[src/include/pio_map.vh]
// Overview of operation
// - twenty programmable pins form four ports, each pin individually input or output
// - direction bit one enables the pin output buffer, zero disables it
// - reset clears every implemented direction bit so all pins are inputs
// - reset leaves all four data latches unchanged
// - data latches of ports a to d sit at addresses zero to three
// - output pins read back the stored latch value, not the pin
// - input pins read back the sampled pin level
// - writes always update the output latch regardless of direction
// - port a has eight pins and an eight-bit direction register at address four
// - port b implements only bits seven to five in data and direction
// - port logic runs from the oscillator clock divided by two
// - active-low reset pin forces port logic to its start-up state
// - port b pins are general purpose while the serial port is disabled
`ifndef PIO_MAP_VH
`define PIO_MAP_VH
// ----------------------------------------
// register indices (byte address = 4 * index)
// ----------------------------------------
`define PIO_IDX_A_DATA 8'h00
`define PIO_IDX_B_DATA 8'h01
`define PIO_IDX_C_DATA 8'h02
`define PIO_IDX_D_DATA 8'h03
`define PIO_IDX_A_DIR 8'h04
`define PIO_IDX_B_DIR 8'h05
`define PIO_IDX_C_DIR 8'h06
`define PIO_IDX_D_DIR 8'h07
`define PIO_IDX_CTRL 8'h08
// ----------------------------------------
// implemented bit masks and reset values
// ----------------------------------------
`define PIO_MASK_A 8'hff
`define PIO_MASK_B 8'he0
`define PIO_MASK_C 8'hff
`define PIO_MASK_D_DIR 8'h20
`define PIO_MASK_D_DATA 8'ha0
`define PIO_DIR_RESET 8'h00
`define PIO_CTRL_SERIAL_EN_BIT 0
`define PIO_CLK_DIV 2
`endif

[src/hdl/pio_port.v]
`timescale 1ns/10ps
`default_nettype none
`include "pio_map.vh"
// one port: latch, direction, pin drive and read mux
module pio_port #(
  parameter [7:0] DATA_MASK = 8'hff,
  parameter [7:0] DIR_MASK = 8'hff
) (
  input wire clk, // system clock
  input wire srst, // synchronous reset
  input wire op_en, // internal operating enable
  input wire rst_req, // port reset request
  input wire data_we, // write data latch
  input wire dir_we, // write direction
  input wire [7:0] wdata, // write data
  input wire [7:0] pin_in, // pin levels
  input wire [7:0] force_in, // force bits to input
  output wire [7:0] pin_out, // pin drive values
  output wire [7:0] pin_oe, // pin output enables
  output reg [7:0] rdata_port, // data latch read value
  output wire [7:0] rdata_dir // direction read value
);
  reg [7:0] latch;
  reg [7:0] dir;
  reg [7:0] pin_smp;
  wire [7:0] dir_eff;
  integer i;
  // ----------------------------------------
  // storage
  // ----------------------------------------
  always @(posedge clk) begin
    if (op_en && data_we) begin
      latch <= wdata & DATA_MASK;
    end
  end
  always @(posedge clk) begin
    if (srst || rst_req) begin
      dir <= `PIO_DIR_RESET;
    end else if (op_en && dir_we) begin
      dir <= wdata & DIR_MASK;
    end
  end
  always @(posedge clk) begin
    if (op_en) begin
      pin_smp <= pin_in & DATA_MASK;
    end
  end
  // ----------------------------------------
  // pin drive and read mux
  // ----------------------------------------
  assign dir_eff = dir & ~force_in & DIR_MASK;
  assign pin_oe = dir_eff;
  assign pin_out = latch & DIR_MASK;
  assign rdata_dir = dir;
  always @* begin
    rdata_port = 8'h00;
    for (i = 0; i < 8; i = i + 1) begin
      if (dir_eff[i]) begin
        rdata_port[i] = latch[i];
      end else begin
        rdata_port[i] = pin_smp[i] & DATA_MASK[i];
      end
    end
  end
endmodule
`default_nettype wire

[src/hdl/pio_top.v]
// Decided for this implementation: the APB slave port.
`timescale 1ns/10ps
`default_nettype none
`include "pio_map.vh"
// four parallel ports behind an apb slave
module pio_top (
  input wire clk, // system clock, oscillator rate
  input wire srst, // synchronous reset
  input wire reset_n, // active-low device reset pin
  input wire psel, // apb select
  input wire penable, // apb enable
  input wire pwrite, // apb direction
  input wire [11:0] paddr, // apb byte address
  input wire [31:0] pwdata, // apb write data
  output wire pready, // apb ready
  output reg [31:0] prdata, // apb read data
  output wire pslverr, // apb error
  input wire [7:0] port_a_pins_in, // port a pin levels
  output wire [7:0] port_a_pins_out, // port a drive
  output wire [7:0] port_a_pins_oe, // port a enables
  input wire [7:0] port_b_pins_in, // port b pin levels
  output wire [7:0] port_b_pins_out, // port b drive
  output wire [7:0] port_b_pins_oe, // port b enables
  input wire [7:0] port_c_pins_in, // port c pin levels
  output wire [7:0] port_c_pins_out, // port c drive
  output wire [7:0] port_c_pins_oe, // port c enables
  input wire [7:0] port_d_pins_in, // port d pin levels
  output wire [7:0] port_d_pins_out, // port d drive
  output wire [7:0] port_d_pins_oe, // port d enables
  output wire serial_port_en // serial port enable state
);
  // ----------------------------------------
  // internal operating enable, clock divided by two
  // ----------------------------------------
  reg op_en;
  always @(posedge clk) begin
    if (srst) begin
      op_en <= 1'b0;
    end else begin
      op_en <= ~op_en;
    end
  end
  // ----------------------------------------
  // apb decode; access waits for the operating enable
  // ----------------------------------------
  wire access = psel && penable && op_en;
  wire [7:0] idx = paddr[9:2];
  wire aligned = (paddr[1:0] == 2'b00) && (paddr[11:10] == 2'b00);
  reg [3:0] data_we;
  reg [3:0] dir_we;
  reg ctrl_we;
  reg hit;
  reg ctrl_serial;
  wire rst_req = ~reset_n;
  always @* begin
    data_we = 4'h0;
    dir_we = 4'h0;
    ctrl_we = 1'b0;
    hit = 1'b1;
    if (!aligned) begin
      hit = 1'b0;
    end else if (idx <= `PIO_IDX_D_DATA) begin
      data_we[idx[1:0]] = access && pwrite;
    end else if (idx <= `PIO_IDX_D_DIR) begin
      dir_we[idx[1:0]] = access && pwrite;
    end else if (idx == `PIO_IDX_CTRL) begin
      ctrl_we = access && pwrite;
    end else begin
      hit = 1'b0;
    end
  end
  assign pready = op_en;
  assign pslverr = psel && penable && !hit;
  always @(posedge clk) begin
    if (srst || rst_req) begin
      ctrl_serial <= 1'b0;
    end else if (ctrl_we) begin
      ctrl_serial <= pwdata[`PIO_CTRL_SERIAL_EN_BIT];
    end
  end
  assign serial_port_en = ctrl_serial;
  // ----------------------------------------
  // ports, one generate per port
  // ----------------------------------------
  wire [31:0] pin_in_all = {port_d_pins_in, port_c_pins_in, port_b_pins_in, port_a_pins_in};
  wire [31:0] pin_out_all;
  wire [31:0] pin_oe_all;
  wire [31:0] rd_port_all;
  wire [31:0] rd_dir_all;
  genvar g;
  generate
    for (g = 0; g < 4; g = g + 1) begin : gen_port
      localparam [7:0] DMASK = (g == 0) ? `PIO_MASK_A : (g == 1) ? `PIO_MASK_B :
        (g == 2) ? `PIO_MASK_C : `PIO_MASK_D_DATA;
      localparam [7:0] RMASK = (g == 0) ? `PIO_MASK_A : (g == 1) ? `PIO_MASK_B :
        (g == 2) ? `PIO_MASK_C : `PIO_MASK_D_DIR;
      pio_port #(
        .DATA_MASK(DMASK),
        .DIR_MASK(RMASK)
      ) u_port (
        .clk(clk),
        .srst(srst),
        .op_en(op_en),
        .rst_req(rst_req),
        .data_we(data_we[g]),
        .dir_we(dir_we[g]),
        .wdata(pwdata[7:0]),
        .pin_in(pin_in_all[g*8 +: 8]),
        .force_in(8'h00),
        .pin_out(pin_out_all[g*8 +: 8]),
        .pin_oe(pin_oe_all[g*8 +: 8]),
        .rdata_port(rd_port_all[g*8 +: 8]),
        .rdata_dir(rd_dir_all[g*8 +: 8])
      );
    end
  endgenerate
  // port b stays general purpose; the serial port takeover is not built here
  assign port_a_pins_out = pin_out_all[7:0];
  assign port_a_pins_oe = pin_oe_all[7:0];
  assign port_b_pins_out = pin_out_all[15:8];
  assign port_b_pins_oe = pin_oe_all[15:8];
  assign port_c_pins_out = pin_out_all[23:16];
  assign port_c_pins_oe = pin_oe_all[23:16];
  assign port_d_pins_out = pin_out_all[31:24];
  assign port_d_pins_oe = pin_oe_all[31:24];
  // ----------------------------------------
  // read data register
  // ----------------------------------------
  always @(posedge clk) begin
    if (srst) begin
      prdata <= 32'h00000000;
    end else if (psel && !penable && !pwrite) begin
      prdata <= 32'h00000000;
      if (!aligned) begin
        prdata <= 32'h00000000;
      end else if (idx <= `PIO_IDX_D_DATA) begin
        prdata <= {24'h000000, rd_port_all[idx[1:0]*8 +: 8]};
      end else if (idx <= `PIO_IDX_D_DIR) begin
        prdata <= {24'h000000, rd_dir_all[idx[1:0]*8 +: 8]};
      end else if (idx == `PIO_IDX_CTRL) begin
        prdata <= {31'h0, ctrl_serial};
      end
    end
  end
endmodule
`default_nettype wire

[config.mk]
export PLATFORM = sky130hd
export DESIGN_NAME = pio_top
export DESIGN_NICKNAME = d
export VERILOG_FILES = /design/src/hdl/pio_port.v /design/src/hdl/pio_top.v
export VERILOG_INCLUDE_DIRS = /design/src /design/src/include
export SDC_FILE = /design/constraint.sdc
export NUM_CORES = 1
export LEC_CHECK = 0
export BUFFER_PORTS_ARGS = -buffer_cell sky130_fd_sc_hd__buf_2
export CORE_MARGIN = 3
export CORE_UTILIZATION = 45
export CTS_BUF_LIST = sky130_fd_sc_hd__clkbuf_8
export CTS_CLUSTER_SIZE = 28
export DETAILED_ROUTE_END_ITERATION = 8
export PLACE_DENSITY = 0.87
export REMOVE_ABC_BUFFERS = 1
export SLEW_MARGIN = 0
export SYNTH_ARGS = -nofsm -noshare
export SYNTH_HDL_FRONTEND = slang
export SYNTH_HIERARCHICAL = 1
export SYNTH_SLANG_ARGS = --single-unit
[constraint.sdc]
create_clock -name clk -period 2.6 [get_ports clk]
set_input_delay 0 -clock clk [delete_from_list [all_inputs] [get_ports clk]]
set_output_delay 0 -clock clk [all_outputs]
set_load 0.01 [all_outputs]
==> qor.csv <==
metric,value,unit
floorplan.initialDensity,0.4689,
critPathRequiredTime,2.82,ns
relSlewSlack,0.5035,
cts-htree-levels,3,
ctsLongestPathBuffers,2,
cts_resized,0,
clock_latency,0.34,ns
ir_worst_vdd,0.3102,mV
dieHeight,102.0,um
worstSetupPathType,flip-flop to flip-flop,
die_w,102.0,um
ys_seq_area_frac,0.4415,
cts-root-buf,clkbuf_8,
place_area,0.004454,mm^2
yosysWarnings,6,
leakage,0.002049,uW
core_area,0.008848,mm^2
synth_seq_cells,71,
synth_cell_types,40,
finalCritPeriodShare,0.7563,
final_area,0.004951,mm^2
drt_iter0_drc,98,
finalSetupTns,0,ns
grt_max_degree,68,
drc,0,
dr_total_vias,2940,
hp-class,input pin to flip-flop,
clock_skew,0.01018,ns
cap_violations,0,
synthTopCellsByArea,"edfxtp_1, dfxtp_1, buf_4, mux4_2, mux2_2",
grt_antenna_before_repair,0,
portBuffers,97,
die-area,0.01041,mm^2
drtAntennaViolNets,0,
cp-start-kind,flip-flop,
wl_per_cell,15.88,um
status,finished clean,
hpwl,6476,um
numCtsBuffers,9,
max_freq,0.5085,GHz
place.gp.congestion,0.7707,
timing.final.crit_period,1.966,ns
syn_avg_cell_area,11.89,um^2
netlist_instances,349,
worst_pin_slew,0.7447,ns
cts.sinks,71,
synth_top_area_share,0.2967,
grt_usage,0.1842,
clk_pin_slew_worst_paths,0.07,ns
io_pins,181,
drt-total-wl,9639,um
drv_slew,0,
postSynth.topFlopCell,edfxtp_1,
gr-total-overflow,0,
fill_cells,763,
grt_pass1_wl,14420,um
rsz0062_at_grt,no,
hold_viol,0,
drive_gt1_frac,0.3647,
syn_area,0.004149,mm^2
nets,576,
worst_setup_path_end_kind,flip-flop,
rows,34,
antenna_cells,0,
dr.pass1.iters,4,
synth-edff-count,41,
final_common_cell,buf_2,
power.density,465.8,mW/mm^2
crit_arrival,2.18,ns
syn_to_final_growth,19.33,%
synth_area_leader_cell,edfxtp_1,
grt_pass1_vias,2924,
hold_buffers,31,
cts_tree,built,
postCtsSetupBuffers,0,
finalSetupViolCount,0,
synthArstFlopShare,0,
final_cell_mix,"buf_2, conb_1, edfxtp_1",
critPathMaxFanout,3,
via_per_inst,4.843,
sequential cells by signal (all words and copies together), names as in the netlist:
| name | flops |
|---|---|
| gen_port.u_port/latch | 4 |
| gen_port.u_port/rdata_dir | 20 |
| gen_port.u_port/pin_out | 16 |
| serial_port_en | 1 |
| pready | 1 |
| prdata | 8 |
| gen_port.u_port/pin_smp | 21 |
routing by layer:
layer,GRT usage,part of all wire,vias to the layer above
met3,0.04437,0.068,15
met4,0.06761,0.017,0
met2,0.3243,0.50,119
met5,0,0,-
met1,0.2182,0.41,1413
li1,-,-,1393
cells in the mapped netlist, drive strengths merged (6+ instances only):
cell	number
a21bo	20
a21oi	26
buf	88
dfxtp	30
edfxtp	41
mux2	21
mux4	16
nand2	10
nand3	21
nor2	11
nor2b	21
nor3	7
o221ai	6
path summary, 6_finish.rpt:
kind | end | startpoint | depth (start not counted) | slack, ns
setup / recovery | prdata[6] | gen_port[0].u_port/rdata_dir[6] | 6 | 0.63
hold / removal | prdata[4] | paddr[5] | 4 | 0.15
setup reg to reg | prdata[6] | gen_port[0].u_port/rdata_dir[6] | 6 | 0.63
hold reg to reg | prdata[3] | prdata[3] | 2 | 0.45
metrics by stage:
stage               instances  hold WS [ns]  utilization  setup slack, ns  total power, uW
finish                    607        0.1516       0.5595           0.6336             2306
global route              607        0.1506       0.5595           0.4689             2410
CTS                       607        0.1121       0.5595           0.6378             2329
detailed placement        560        0.1781       0.5034           0.4554             1450
global placement          560        0.1773       0.5034           0.4107             1443
floorplan                 346       0.06465            -          -0.9767             1359
report_power, final:
group          internal (uW)  total (uW)  switching [uW]
registers               1210        1210            4.98
clock network            453         843             389
logic                    107         249             141
critical path, stage by stage, from the launching register on:
cell and delay [ns]:
dfxtp_1 0.34, nor2b_1 0.22, mux2_2 0.36, mux4_2 0.46
mux2_2 0.27, a22oi_1 0.15, nor2_1 0.05
cell type report:
class | count | area (um^2) | share of cell area
Multi-Input combinational cell | 272 | 1922 | 0.3882
Sequential cell | 71 | 1833 | 0.3702
Timing Repair Buffer | 137 | 863.3 | 0.1744
Clock buffer | 10 | 137.6 | 0.02780
Tap cell | 108 | 135.1 | 0.02729
Clock inverter | 6 | 48.80 | 0.009856
Inverter | 3 | 11.26 | 0.002274
kinds of logic after synthesis:
logic type	after synthesis	share of synthesized area
flip-flops	71	0.4415
AO/OA/AOI/OAI	57	0.1065
multiplexers	38	0.1499
AND/OR/NAND/NOR	86	0.1233
buffers and inverters	94	0.1761
other	3	0.002714
(Power assumes the default switching activity.)
